$ cat src/design/asbwp_pkg.sv
// Package: pin widths, state codes and timing counts for the SRAM host port
package asbwp_pkg;

    localparam int ADDR_W = 21;
    localparam int DATA_W = 8;

    // Clock period in picoseconds (40 MHz)
    localparam int CLK_PS = 25000;

    // Device timing in picoseconds, slower grade so both grades are met
    localparam int T_RC_PS  = 12000;
    localparam int T_AA_PS  = 12000;
    localparam int T_WC_PS  = 12000;
    localparam int T_WP_PS  = 10000;
    localparam int T_DW_PS  = 7000;
    localparam int T_OHZ_PS = 5000;
    localparam int T_OW_PS  = 2000;

    function automatic int cyc_up(input int ps);
        int n;
        n = (ps + CLK_PS - 1) / CLK_PS;
        return (n < 1) ? 1 : n;
    endfunction

    // Read: address and selects stand this many cycles before sampling
    localparam int RD_CYC = cyc_up(T_AA_PS + T_RC_PS - T_RC_PS);
    // Write: strobe low for covering pulse width and output turn-off time
    localparam int WP_CYC = cyc_up(T_WP_PS + T_OHZ_PS);
    // Idle after a write before the device may drive again
    localparam int REC_CYC = cyc_up(T_OW_PS);
    localparam int CNT_W = 4;

    typedef enum logic [2:0] {
        ST_IDLE  = 3'b000,
        ST_RD    = 3'b001,
        ST_WSET  = 3'b010,
        ST_WPUL  = 3'b011,
        ST_WEND  = 3'b100,
        ST_REC   = 3'b101
    } asbwp_state_e;

endpackage

$ cat src/design/asbwp_pin_sync.sv
// Two-flop synchroniser for the data lanes read back from the memory
`timescale 1ns/1ps
`default_nettype none
module asbwp_pin_sync
(
    // Clock and control
    input  wire logic                     sys_clk,
    input  wire logic                     srst,
    input  wire logic                     clk_en,
    // Data
    input  wire logic [asbwp_pkg::DATA_W-1:0] pin_in,
    output logic      [asbwp_pkg::DATA_W-1:0] sync_out
);
    import asbwp_pkg::*;

    logic [DATA_W-1:0] meta_ff;
    logic [DATA_W-1:0] sync_ff;

    always_ff @(posedge sys_clk)
    begin
        if (srst)
        begin
            meta_ff <= 8'h00;
            sync_ff <= 8'h00;
        end
        else if (clk_en)
        begin
            meta_ff <= pin_in;
            sync_ff <= meta_ff;
        end
    end

    assign sync_out = sync_ff;
endmodule
`default_nettype wire

$ cat src/design/asbwp_host.sv
// Host controller that sequences the byte-wide asynchronous SRAM pins
`timescale 1ns/1ps
`default_nettype none
module asbwp_host
(
    // Clock, reset, enable
    input  wire logic                         sys_clk,
    input  wire logic                         srst,
    input  wire logic                         clk_en,
    // User request
    input  wire logic                         req_valid,
    input  wire logic                         req_write,
    input  wire logic [asbwp_pkg::ADDR_W-1:0] req_addr,
    input  wire logic [asbwp_pkg::DATA_W-1:0] req_wdata,
    output logic                              req_ready,
    // User answer
    output logic                              rsp_valid,
    output logic      [asbwp_pkg::DATA_W-1:0] rsp_rdata,
    // Memory pins
    output logic      [asbwp_pkg::ADDR_W-1:0] word_index_lines,
    output logic                              chip_select_n,
    output logic                              chip_select_high_active,
    output logic                              write_strobe_n,
    output logic                              output_gate_n,
    input  wire logic [asbwp_pkg::DATA_W-1:0] byte_lane_in,
    output logic      [asbwp_pkg::DATA_W-1:0] byte_lane_out,
    output logic                              byte_lane_oe
);
    import asbwp_pkg::*;

    asbwp_state_e      state_ff;
    asbwp_state_e      nxt_state;
    logic [CNT_W-1:0]  cnt_ff;
    logic [CNT_W-1:0]  nxt_cnt;
    logic [ADDR_W-1:0] addr_ff;
    logic [DATA_W-1:0] wdata_ff;
    logic [DATA_W-1:0] rdata_ff;
    logic              rsp_ff;
    logic              sel_ff;
    logic              we_ff;
    logic              oe_ff;
    logic              drv_ff;
    logic [DATA_W-1:0] lane_sync;

    wire cnt_done = (cnt_ff == '0);
    wire take     = (state_ff == ST_IDLE) && req_valid;
    // Synchroniser adds two cycles, so read waits cover that latency too
    localparam logic [CNT_W-1:0] RD_LOAD  = CNT_W'(RD_CYC + 2);
    localparam logic [CNT_W-1:0] WP_LOAD  = CNT_W'(WP_CYC - 1);
    localparam logic [CNT_W-1:0] REC_LOAD = CNT_W'(REC_CYC - 1);

    asbwp_pin_sync u_sync
    (
        .sys_clk  (sys_clk),
        .srst     (srst),
        .clk_en   (clk_en),
        .pin_in   (byte_lane_in),
        .sync_out (lane_sync)
    );

    // Address is latched only in idle, when no overlap can be open
    always_comb
    begin
        nxt_state = state_ff;
        nxt_cnt   = cnt_done ? cnt_ff : cnt_ff - 1'b1;
        case (state_ff)
            ST_IDLE:
                if (req_valid)
                begin
                    nxt_state = req_write ? ST_WSET : ST_RD;
                    nxt_cnt   = RD_LOAD;
                end
            ST_RD:
                if (cnt_done)
                    nxt_state = ST_IDLE;
            ST_WSET:
            begin
                nxt_state = ST_WPUL;
                nxt_cnt   = WP_LOAD;
            end
            ST_WPUL:
                if (cnt_done)
                    nxt_state = ST_WEND;
            ST_WEND:
            begin
                nxt_state = ST_REC;
                nxt_cnt   = REC_LOAD;
            end
            ST_REC:
                if (cnt_done)
                    nxt_state = ST_IDLE;
            default:
                nxt_state = ST_IDLE;
        endcase
    end

    // Pin intent for the next cycle
    wire nxt_sel = (nxt_state != ST_IDLE) && (nxt_state != ST_REC);
    wire nxt_we  = (nxt_state == ST_WPUL);
    wire nxt_oe  = (nxt_state == ST_RD);
    // Data driven from set-up through strobe end and one hold cycle
    wire nxt_drv = (nxt_state == ST_WSET) || (nxt_state == ST_WPUL)
                   || (nxt_state == ST_WEND);
    wire rd_last = (state_ff == ST_RD) && cnt_done;

    always_ff @(posedge sys_clk)
    begin
        if (srst)
        begin
            state_ff <= ST_IDLE;
            cnt_ff   <= '0;
            sel_ff   <= 1'b0;
            we_ff    <= 1'b0;
            oe_ff    <= 1'b0;
            drv_ff   <= 1'b0;
            rsp_ff   <= 1'b0;
        end
        else if (clk_en)
        begin
            state_ff <= nxt_state;
            cnt_ff   <= nxt_cnt;
            sel_ff   <= nxt_sel;
            we_ff    <= nxt_we;
            oe_ff    <= nxt_oe;
            drv_ff   <= nxt_drv;
            rsp_ff   <= rd_last;
        end
    end

    always_ff @(posedge sys_clk)
    begin
        if (srst)
        begin
            addr_ff  <= '0;
            wdata_ff <= 8'h00;
            rdata_ff <= 8'h00;
        end
        else if (clk_en)
        begin
            if (take)
            begin
                addr_ff  <= req_addr;
                wdata_ff <= req_wdata;
            end
            if (rd_last)
                rdata_ff <= lane_sync;
        end
    end

    assign req_ready               = (state_ff == ST_IDLE);
    assign rsp_valid               = rsp_ff;
    assign rsp_rdata               = rdata_ff;
    assign word_index_lines        = addr_ff;
    assign chip_select_n           = ~sel_ff;
    assign chip_select_high_active = sel_ff;
    assign write_strobe_n          = ~we_ff;
    assign output_gate_n           = ~oe_ff;
    assign byte_lane_out           = wdata_ff;
    assign byte_lane_oe            = drv_ff;
endmodule
`default_nettype wire

$ cat config.mk
export PLATFORM = sky130hd
export DESIGN_NAME = asbwp_host
export DESIGN_NICKNAME = d
export VERILOG_FILES = /design/src/design/asbwp_pkg.sv /design/src/design/asbwp_pin_sync.sv /design/src/design/asbwp_host.sv
export SDC_FILE = /design/constraint.sdc
export NUM_CORES = 1
export LEC_CHECK = 0
export ABC_AREA = 1
export BUFFER_PORTS_ARGS = -buffer_cell sky130_fd_sc_hd__clkbuf_2
export CAP_MARGIN = 0
export CORE_UTILIZATION = 53
export DETAILED_ROUTE_END_ITERATION = 8
export PLACE_DENSITY = 0.81
export SLEW_MARGIN = 20
export SYNTH_ARGS = -nofsm -noshare
export SYNTH_HDL_FRONTEND = slang
export SYNTH_SLANG_ARGS = --single-unit
$ cat constraint.sdc
create_clock -name sys_clk -period 2.8 [get_ports sys_clk]
set_clock_uncertainty 0.05 [all_clocks]
set_input_delay 0.7 -clock sys_clk [delete_from_list [all_inputs] [get_ports sys_clk]]
set_output_delay 0.7 -clock sys_clk [all_outputs]
set_load 0.01 [all_outputs]
## Yosys cells after proc, flatten, opt, wreduce, memory -nomap -nowiden

Index checks and enable logic that the tools add are counted.

| operators by class | value |
|---|---|
| $add $sub $neg | 1 |
| div/mod/pow operators | 0 |
| muxes and demuxes | 8 |
| reduce and logical (&&, ||, !) cells | 12 |
| bitwise gates (word level) | 3 |
| eq/ne operators | 10 |
| magnitude comparators | 0 |
| $mul | 0 |
| shift-type cells | 0 |

Operators with widths:

| operator | number |
|---|---|
| $pmux W3 S5 | 1 |
| $eq A3 B2 Y1 const B | 4 |
| $eq A3 B3 Y1 const B | 3 |
| $mux W3 | 3 |
| $mux W4 | 2 |
| $pmux W4 S2 | 1 |
| $eq A3 B1 Y1 const B | 2 |
| $logic_not A4 Y1 | 1 |
| $reduce_and A2 Y1 | 2 |
| $reduce_or A2 Y1 | 2 |
| $sub A4 B1 Y4 const B | 1 |
| $logic_and A1 B1 Y1 | 3 |
| $logic_not A3 Y1 | 1 |
| $ne A3 B3 Y1 const B | 1 |
| $not A1 Y1 | 3 |
| $reduce_bool A3 Y1 | 1 |
| $logic_or A1 B1 Y1 | 2 |
| $mux W2 | 1 |

| word-level totals | value |
|---|---|
| output and inout bits | 44 |
| memories kept | 0 |
| bits in read-only memories | 0 |
| register bits | 65 |
| bits of input ports | 42 |
| bits in latches | 0 |
| bits in writable memories | 0 |
| logic and storage cells | 46 |

## Depth between registers and ports, before layout

Gate-level depths: netlist (run 1).

| depth | value |
|---|---|
| depth in word-level cells | 6 |
| mapped depth | 9 |
| gate-level depth less buffers | 9 |

## Hierarchy

A second synthesis (run 1) with hierarchy kept.

| second synthesis, totals | value |
|---|---|
| cell total of the unflattened synthesis | 360 |
| area total of the unflattened synthesis | 2,658.8 um^2 |

Modules (own cells, without submodules):

| module | instances | seq. area each (um^2) | area each (um^2) | cells each |
|---|---|---|---|---|
| asbwp_host | 1 | 980.9 | 1,988.2 | 259 |
| asbwp_pin_sync | 1 | 320.3 | 670.6 | 101 |

## Least setup slack after synthesis (run 1)

No wires, ideal clock.

| timing path | value |
|---|---|
| path kind | input-to-reg |
| start point | in req_valid |
| end point | reg addr_ff[10] (netlist: word_index_lines[10]) |
| stages | 7 |
| required time | 2,618 ps |
| slack | 1,317 ps |
| data arrival time | 1,300 ps |
| path buffers | 2 |
| library setup time | 132 ps |
| cell sequence | inv_1 > nor2_4 > nand2_1 > buf_4 > buf_6 > nand2_1 > a21oi_1 |

| between the ends | value |
|---|---|
| word-level cells in the longest chain between the ends | 2 |

Ends and longest elaborated chain:

| what | line | text |
|---|---|---|
| start: declaration | asbwp_host.sv:11 | `input wire logic req_valid,` |
| $logic_and A1 B1 Y1 | asbwp_host.sv:46 | `wire take = (state_ff == ST_IDLE) && req_valid;` |
| $reduce_and A2 Y1 (no source line) | -- |  |
| end signal: assignment | asbwp_host.sv:142 | `addr_ff <= req_addr;` |
| end: declaration | asbwp_host.sv:35 | `logic [ADDR_W-1:0] addr_ff;` |

No other way between the ends.
A chain may end at the register's enable or synchronous reset.

## Worst setup path after layout (run 1)

| timing path | value |
|---|---|
| start point | reg state_ff[1] |
| end point | out req_ready |

| between the ends | value |
|---|---|
| word-level cells in the longest chain between the ends | 1 |

Ends and longest elaborated chain:

| what | line | text |
|---|---|---|
| start: declaration | asbwp_host.sv:31 | `asbwp_state_e state_ff;` |
| start signal: assignment | asbwp_host.sv:120 | `state_ff <= nxt_state;` |
| $logic_not A3 Y1 | asbwp_host.sv:150 | `assign req_ready = (state_ff == ST_IDLE);` |
| end: declaration | asbwp_host.sv:15 | `output logic req_ready,` |

No other way between the ends.

==> impl_metrics.yaml, run 1 <==
status:
  run_status: "complete, but fails checks"
  failed_checks: "design-rule violations"
clock_network:
  worstSkewPairLatency_ps: 340
  cts_setup_buffers: 0
  cts_tree: "built"
  cts-hold-fix-buffers: 0
  cts.root.buffer_cell: "sky130_fd_sc_hd__clkbuf_8"
  cts_max_level: 3
  clk_transition_reported_paths_ps: 70
  clock-sinks: 65
  tritoncts_buffers: 9
  buffer_depth_of_the_longest_clock_path: 2
  post_cts_resized: 0
synthesis:
  yosysSeqAreaShare_pct: 51.36
  ys_types: 26
  largest_family_of_logic_cells_by_synthesized_area: "simple AND/OR/NAND/NOR gates"
  synth_top_area_share_pct: 51.36
  synth-seq-cells: 65
  synth.net_count: 376
  portion_of_netlist_area_occupied_by_mux_cells_pct: 0
  synth_compound_area_share_pct: 14.27
  yosys_warns: 0
  synth_area_leader_cell: "sky130_fd_sc_hd__dfxtp_1"
  synth_fa_ha_area_share_pct: 0.4938
  synth_area_per_cell_um2: 7.609
  synth-simple-area-share_pct: 27.21
  ys_top_cells_by_area: "sky130_fd_sc_hd__dfxtp_1 51%, sky130_fd_sc_hd__nor2_1 8.4%, sky130_fd_sc_hd__nand2_1 7.7%"
  postSynthCellCount: 333
  post_synth_instance_area_um2: 2534
  synth_xor_area_share_pct: 0.3457
floorplanning:
  fp.dieArea_um2: 5061
  initial_utilization_pct: 56.63
  coreArea_um2: 4474
  die_x_um: 71.14
  floorplan.io_pins: 86
  placement_rows: 24
  die_height_um: 71.14
layout:
  layout.nets: 458
  layout.cells.most_common_list: "85 x sky130_fd_sc_hd__clkbuf_2, 65 x sky130_fd_sc_hd__dfxtp_1, 57 x sky130_fd_sc_hd__nor2_1"
  final_layout_size_suffix_gt1_share_pct: 27.38
  layout-area-overhead-vs-synth_pct: 24.84
  layout.cells.most_common: "sky130_fd_sc_hd__clkbuf_2"
  multi_input_area_um2: 1072
  insertedDiodeCount: 0
  seq_area_um2: 1301
  layout.filler_cells: 362
grt:
  overflow: 0
  global_route.usage.total_pct: 24.94
  antenna_found_initial: 0
  global_route_wire_length_before_repair_um: 9894
  grt_pass1_vias: 2371
  grt_start_max_net_pins: 46
critical_path:
  worstSetupPathType: "register to primary output"
  critical_path_arrival_ps: 1200
  worstSetupStartpointType: "register"
  setup.worst_path.end_class: "primary output"
  path_cells: "nor2_4 -> nand2_2 -> inv_1 -> clkbuf_2"
  critPathRequiredTime_ps: 2050
  cpMaxStageDelayCell: "sky130_fd_sc_hd__dfxtp_1"
  crit_path_max_fanout: 7
  slowest_delay_ps: 390
timing:
  rsz0062_at_grt: "no"
  achievable_frequency_mhz: 513.9
  slew_headroom_pct: 59.87
  min_period_over_period_pct: 69.50
  final.setup.tns_ps: 0
  setup_slack_ps: 854.1
  finalCriticalPeriod_ps: 1946
  tightestPinTransition_ps: 601.2
  number_of_hold_violations_in_the_final_report: 0
  finalSetupViolCount: 0
  slew_viol_final: 0
job:
  cap_violations: 0
routing:
  avgViaCountPerCell: 5.328
  vias: 2515
  wire_per_inst_um: 12.71
  drtPass1Iterations: 6
  remaining_drc_errors: 4
  drt_wl_total_um: 6001
  drtIter0Drc: 207
  drt.antenna.violating_nets: 0
pwr:
  total_leakage_power_nw: 1.462
  irDropWorstVdd_uv: 473.6
  power_density_nw_per_um2: 656.7
  totalPowerFinal_w: 0.002077
placement:
  routabilityCongestion: 0.8394
  dp_hpwl_um: 4003
  placement.io_buffers: 85
  post-place-ws_ps: 785.6
worst_hold_path:
  min-delay-path-class: "register to register"
power by group:
group / switching, W / internal (W) / total [W]
Sequential: 0.0000347 / 0.000981 / 0.00102
Combinational: 0.000193 / 0.000116 / 0.000309
Clock: 0.000346 / 0.000406 / 0.000752
path summary, 6_finish.rpt:
path               startpoint              endpoint  slack, ps  depth (start not counted)
max               state_ff[1]             req_ready        850                          4
min          byte_lane_out[4]      byte_lane_out[4]        410                          2
max reg2reg       state_ff[1]  word_index_lines[15]       1100                          6
min reg2reg  byte_lane_out[4]      byte_lane_out[4]        410                          2
per-stage QoR:
stage,hold slack (ps),std cells,util (%),instance area [um2]
4_1_cts,414.4,472,70.69,3163
6_report,411.8,472,70.69,3163
3_3_place_gp,397.3,456,66.53,2977
2_1_floorplan,389.4,333,-,2534
3_5_place_dp,403.1,456,66.53,2977
5_1_grt,433.8,472,70.69,3163
cells in the mapped netlist, drive strengths merged:
library cell   n
a211oi         2
a21oi         37
a31oi          1
and2           1
buf            9
clkbuf        11
dfxtp         65
ha             1
inv           18
nand2         53
nand3         37
nand4          6
nor2          60
nor3           1
o211ai         1
o21ai         28
o31ai          1
xor2           1
routing by layer:
layer | routed length [um] | vias to the layer above | track usage (%)
li1 | - | 1266 | -
met1 | 2541 | 1150 | 28.34
met2 | 2992 | 89 | 42.65
met3 | 407 | 10 | 9.972
met4 | 60 | 0 | 8.222
met5 | 0 | - | 0
flip-flops by register name, summed over array words and instances, names as in the netlist:
signal / cells
rsp_valid: 1
byte_lane_out: 8
byte_lane_oe: 1
we_ff: 1
state_ff: 3
u_sync.sync_out: 8
cnt_ff: 4
rsp_rdata: 8
chip_select_high_active: 1
word_index_lines: 21
oe_ff: 1
u_sync.meta_ff: 8
critical path: cells and delay by family, from the launching register on:
kind          cells  cell delay (ps)
simple gates      2              290
flops             1              390
buf+inv           2              180
logic make-up after synthesis:
group	Yosys count
AND/OR/NAND/NOR	158
AO/OA/AOI/OAI	70
flip-flops	65
buffers and inverters	38
XOR/XNOR	1
adder cells (fa/ha/maj)	1
area by class of cell:
class                   count  share of cell area, %
multi-input cells         230                  33.90
clock buffers              10                  4.035
repair buffers             91                  14.87
flip-flops and latches     65                  41.14
inverters                  18                  2.136
clock inverters             6                  1.859
well taps                  52                  2.057
Power figures use the tool's default switching activity.
==> inputs of run 2 (changes only) <==
CORE_UTILIZATION = 45   (was 53)
PLACE_DENSITY = 0.73   (was 0.81)
clock period = 1.65 ns   (was 2.8 ns; I/O delays follow)
==> impl_metrics.yaml, run 2 (synthesis gave the netlist of run 1 again) <==
clock_network:
  cts-hold-fix-buffers: 0
  cts.root.buffer_cell: "sky130_fd_sc_hd__clkbuf_8"
  clk_transition_reported_paths_ps: 70
  tritoncts_buffers: 9
  buffer_depth_of_the_longest_clock_path: 2
  cts_max_level: 3
  worstSkewPairLatency_ps: 330
  cts_tree: "built"
  clock-sinks: 65
placement:
  dp.cells: 478
  dp_hpwl_um: 4046
  routabilityCongestion: 0.8737
  placement.io_buffers: 85
worst_hold_path:
  min-delay-path-class: "input pin to register"
grt:
  met2_usage_pct: 34.91
  global_route_wire_length_before_repair_um: 10430
  grt.busiest_layer: "met2"
  gr_util_met3_pct: 5.952
  global_route.usage.total_pct: 21.95
  grt_use_met1_pct: 27.52
  grt_pass1_vias: 2337
  overflow: 0
  antenna_found_initial: 0
  grt_start_max_net_pins: 40
timing:
  achievable_frequency_mhz: 638.2
  rsz0062_at_grt: "no"
  number_of_hold_violations_in_the_final_report: 0
  min_period_over_period_pct: 94.97
  finalSetupViolCount: 0
  hold-worst-slack_ps: 251.0
  finalCriticalPeriod_ps: 1567
  final.setup.tns_ps: 0
  slew_headroom_pct: 80.01
  slew_viol_final: 0
  tightestPinTransition_ps: 299.9
layout:
  layout-area-overhead-vs-synth_pct: 28.44
  final_layout_size_suffix_gt1_share_pct: 29.18
  layout.filler_cells: 487
  layout.cells.most_common: "sky130_fd_sc_hd__clkbuf_2"
  insertedDiodeCount: 0
  seq_area_um2: 1305
  instances_no_fill: 495
  layout.nets: 463
  layout.cells.most_common_list: "85 x sky130_fd_sc_hd__clkbuf_2, 62 x sky130_fd_sc_hd__dfxtp_1, 57 x sky130_fd_sc_hd__nor2_1"
  largest_reg_flops: 21
  multi_input_area_um2: 1077
critical_path:
  critical_path_arrival_ps: 1100
  crit_path_max_fanout: 6
  worstSetupPathType: "register to primary output"
  worstSetupStartpointType: "register"
  critPathRequiredTime_ps: 1190
  setup.worst_path.end_class: "primary output"
routing:
  avgViaCountPerCell: 4.968
  drtIter0Drc: 179
  vias: 2459
  drtPass1Iterations: 4
  drt.antenna.violating_nets: 0
  remaining_drc_errors: 0
  drt_wl_total_um: 6047
  wire_per_inst_um: 12.22
pwr:
  totalPowerFinal_w: 0.003590
  power_density_nw_per_um2: 1103
  irDropWorstVdd_uv: 513.1
  total_leakage_power_nw: 1.489
floorplanning:
  die_height_um: 77.04
  floorplan.io_pins: 86
  placement_rows: 26
  die_x_um: 77.04
  initial_utilization_pct: 48.08
  coreArea_um2: 5270
  fp.dieArea_um2: 5934
status:
  run_status: "finished clean"
job:
  cap_violations: 0
run 2: where the power goes:
part           total (W)  leakage [nW]  internal (W)  switching [W]
registers        0.00173         0.533       0.00167      0.0000603
logic           0.000539         0.861      0.000213       0.000326
clock network    0.00133        0.0953      0.000734       0.000591
total            0.00359          1.49       0.00261       0.000977
run 2: repair_timing:
action | in CTS | in global routing
hold endpoints to repair | 0 | 0
gates resized for setup | 0 | 4
buffers inserted | 1 | 0
pin swaps | 1 | 0
endpoints found under the setup margin | 1 | 3
run 2: worst paths after layout:
| kind | start | endpoint | slack [ps] | cells after the start |
|---|---|---|---|---|
| worst max-delay path | state_ff[0] | req_ready | 80 | 4 |
| worst min-delay path | byte_lane_in[6] | u_sync.meta_ff[6] | 250 | 3 |
| worst max register to register | cnt_ff[0] | rsp_rdata[4] | 180 | 7 |
| worst min register to register | byte_lane_out[2] | byte_lane_out[2] | 410 | 2 |
run 2: per-layer routing:
metal | wire length, um | vias to the layer above
met3 | 286 | 10
met4 | 113 | 0
met1 | 2746 | 1106
met5 | 0 | -
li1 | - | 1273
met2 | 2900 | 70
run 2: layout make-up:
| type | count | share of cell area [%] |
|---|---|---|
| timing repair buffer | 96 | 15.99 |
| clock inverter | 5 | 1.692 |
| sequential | 65 | 40.10 |
| multi-input combinational | 230 | 33.10 |
| inverter | 18 | 2.076 |
| clock buffer | 11 | 4.344 |
| tap | 70 | 2.691 |
run 2: critical path: stages, from the launching register on:
cell and delay [ps]:
sky130_fd_sc_hd__dfxtp_2 400, sky130_fd_sc_hd__inv_2 90, sky130_fd_sc_hd__nand2_2 120, sky130_fd_sc_hd__inv_1 50
sky130_fd_sc_hd__clkbuf_2 120
run 2: through the flow:
step           area [um2]  setup slack (ps)  util, %
2_1_floorplan        2534             276.2        -
3_3_place_gp         3042             220.3    57.72
3_5_place_dp         3042             160.4    57.72
4_1_cts              3246             3.614    61.59
5_1_grt              3254             17.37    61.75
6_report             3254             83.01    61.75
==> inputs of run 3 (changes only) <==
CORE_UTILIZATION = 42   (was 45)
PLACE_DENSITY = 0.68   (was 0.73)
==> impl_metrics.yaml, run 3 (synthesis gave the netlist of run 1 again) <==
layout:
  layout.cells.most_common_list: "85 x sky130_fd_sc_hd__clkbuf_2, 62 x sky130_fd_sc_hd__dfxtp_1, 57 x sky130_fd_sc_hd__nor2_1"
  layout.cells.most_common: "sky130_fd_sc_hd__clkbuf_2"
  insertedDiodeCount: 0
  final_layout_size_suffix_gt1_share_pct: 29.34
  layout-area-overhead-vs-synth_pct: 28.35
  layout.filler_cells: 556
  largest_reg_flops: 21
  layout.nets: 464
routing:
  avgViaCountPerCell: 4.932
  vias: 2456
  drt.antenna.violating_nets: 0
  drt_wl_total_um: 5983
  remaining_drc_errors: 0
  drtIter0Drc: 115
  wire_per_inst_um: 12.01
  drtPass1Iterations: 4
worst_hold_path:
  min-delay-path-class: "input pin to register"
  min_path_cells: 3
timing:
  number_of_hold_violations_in_the_final_report: 0
  min_period_over_period_pct: 95.58
  slew_viol_final: 0
  rsz0062_at_grt: "no"
  finalSetupViolCount: 0
  achievable_frequency_mhz: 634.1
  slew_headroom_pct: 79.74
  final.setup.tns_ps: 0
  tightestPinTransition_ps: 303.8
  setup_slack_ps: 72.87
  finalCriticalPeriod_ps: 1577
pwr:
  totalPowerFinal_w: 0.003595
  irDropWorstVdd_uv: 486.4
  power_density_nw_per_um2: 1105
  total_leakage_power_nw: 1.490
clock_network:
  cts-hold-fix-buffers: 0
  clk_transition_reported_paths_ps: 70
  tritoncts_buffers: 9
  cts.root.buffer_cell: "sky130_fd_sc_hd__clkbuf_8"
  cts_tree: "built"
  buffer_depth_of_the_longest_clock_path: 2
  cts_max_level: 3
  clock-sinks: 65
  worstSkewPairLatency_ps: 330
floorplanning:
  die_height_um: 79.67
  floorplan.io_pins: 86
  fp.dieArea_um2: 6347
  placement_rows: 27
  coreArea_um2: 5675
  initial_utilization_pct: 44.64
  die_x_um: 79.67
critical_path:
  setup.worst_path.end_class: "primary output"
  worstSetupStartpointType: "register"
  cpMaxStageDelayCell: "sky130_fd_sc_hd__dfxtp_2"
  critPathRequiredTime_ps: 1190
  worstSetupPathType: "register to primary output"
  worst_r2r_path_depth: 9
  crit_path_max_fanout: 6
  path_cells: "inv_2 -> nand2_2 -> inv_1 -> clkbuf_2"
  slowest_delay_ps: 410
  critical_path_arrival_ps: 1110
grt:
  global_route.usage.total_pct: 20.29
  overflow: 0
  grt_pass1_vias: 2322
  grt_start_max_net_pins: 30
  global_route_wire_length_before_repair_um: 10050
  antenna_found_initial: 0
placement:
  dp_hpwl_um: 4043
  routabilityCongestion: 0.8368
  placement.io_buffers: 85
  post-place-ws_ps: 194.5
status:
  run_status: "finished clean"
job:
  cap_violations: 0
run 3: power breakdown:
part	switching, W	internal, W
clock	0.000602	0.000734
sequential	0.0000569	0.00166
combinational	0.000326	0.000211
run 3: critical path: cells and delay by family, from the launching register on:
family | cells | cell delay (ps)
buf+inv | 3 | 260
flops | 1 | 410
simple gates | 1 | 120
run 3: routing by layer:
metal	vias to the layer above	wire length [um]	share of wire, %	GRT usage, %
met1	1108	2839	47	25.05
met2	65	2728	46	32.82
met5	-	0	0	0
li1	1275	-	-	-
met4	0	81	1.4	8.545
met3	8	334	5.6	5.829
run 3: repair_timing:
action,4_1_cts,5_1_grt
pin swaps,1,0
gates resized for setup,0,4
setup buffers,1,0
setup endpoints to repair,1,8
run 3: stage by stage:
stage               instances  utilization [%]  hold slack (ps)  instance area, um2
detailed placement        481            53.55            405.9                3039
global route              498            57.30            247.3                3252
finish                    498            57.30            249.1                3252
global placement          481            53.55            397.5                3039
floorplan                 333                -            389.4                2534
CTS                       498            57.14            242.5                3243
run 3: path summary, 6_finish.rpt:
check / start / end / slack, ps
min: byte_lane_in[1] / u_sync.meta_ff[1] / 250
min reg2reg: word_index_lines[8] / word_index_lines[8] / 410
max: state_ff[0] / req_ready / 70
max reg2reg: cnt_ff[0] / state_ff[1] / 210
run 3: cell type report:
class,count,area [um2],area share (%)
flip-flops and latches,65,1305,40.13
clock inverters,5,55.05,1.693
repair buffers,97,515.5,15.85
clock buffers,11,141.4,4.348
inverters,18,67.56,2.078
multi-input cells,230,1077,33.13
well taps,72,90.09,2.770
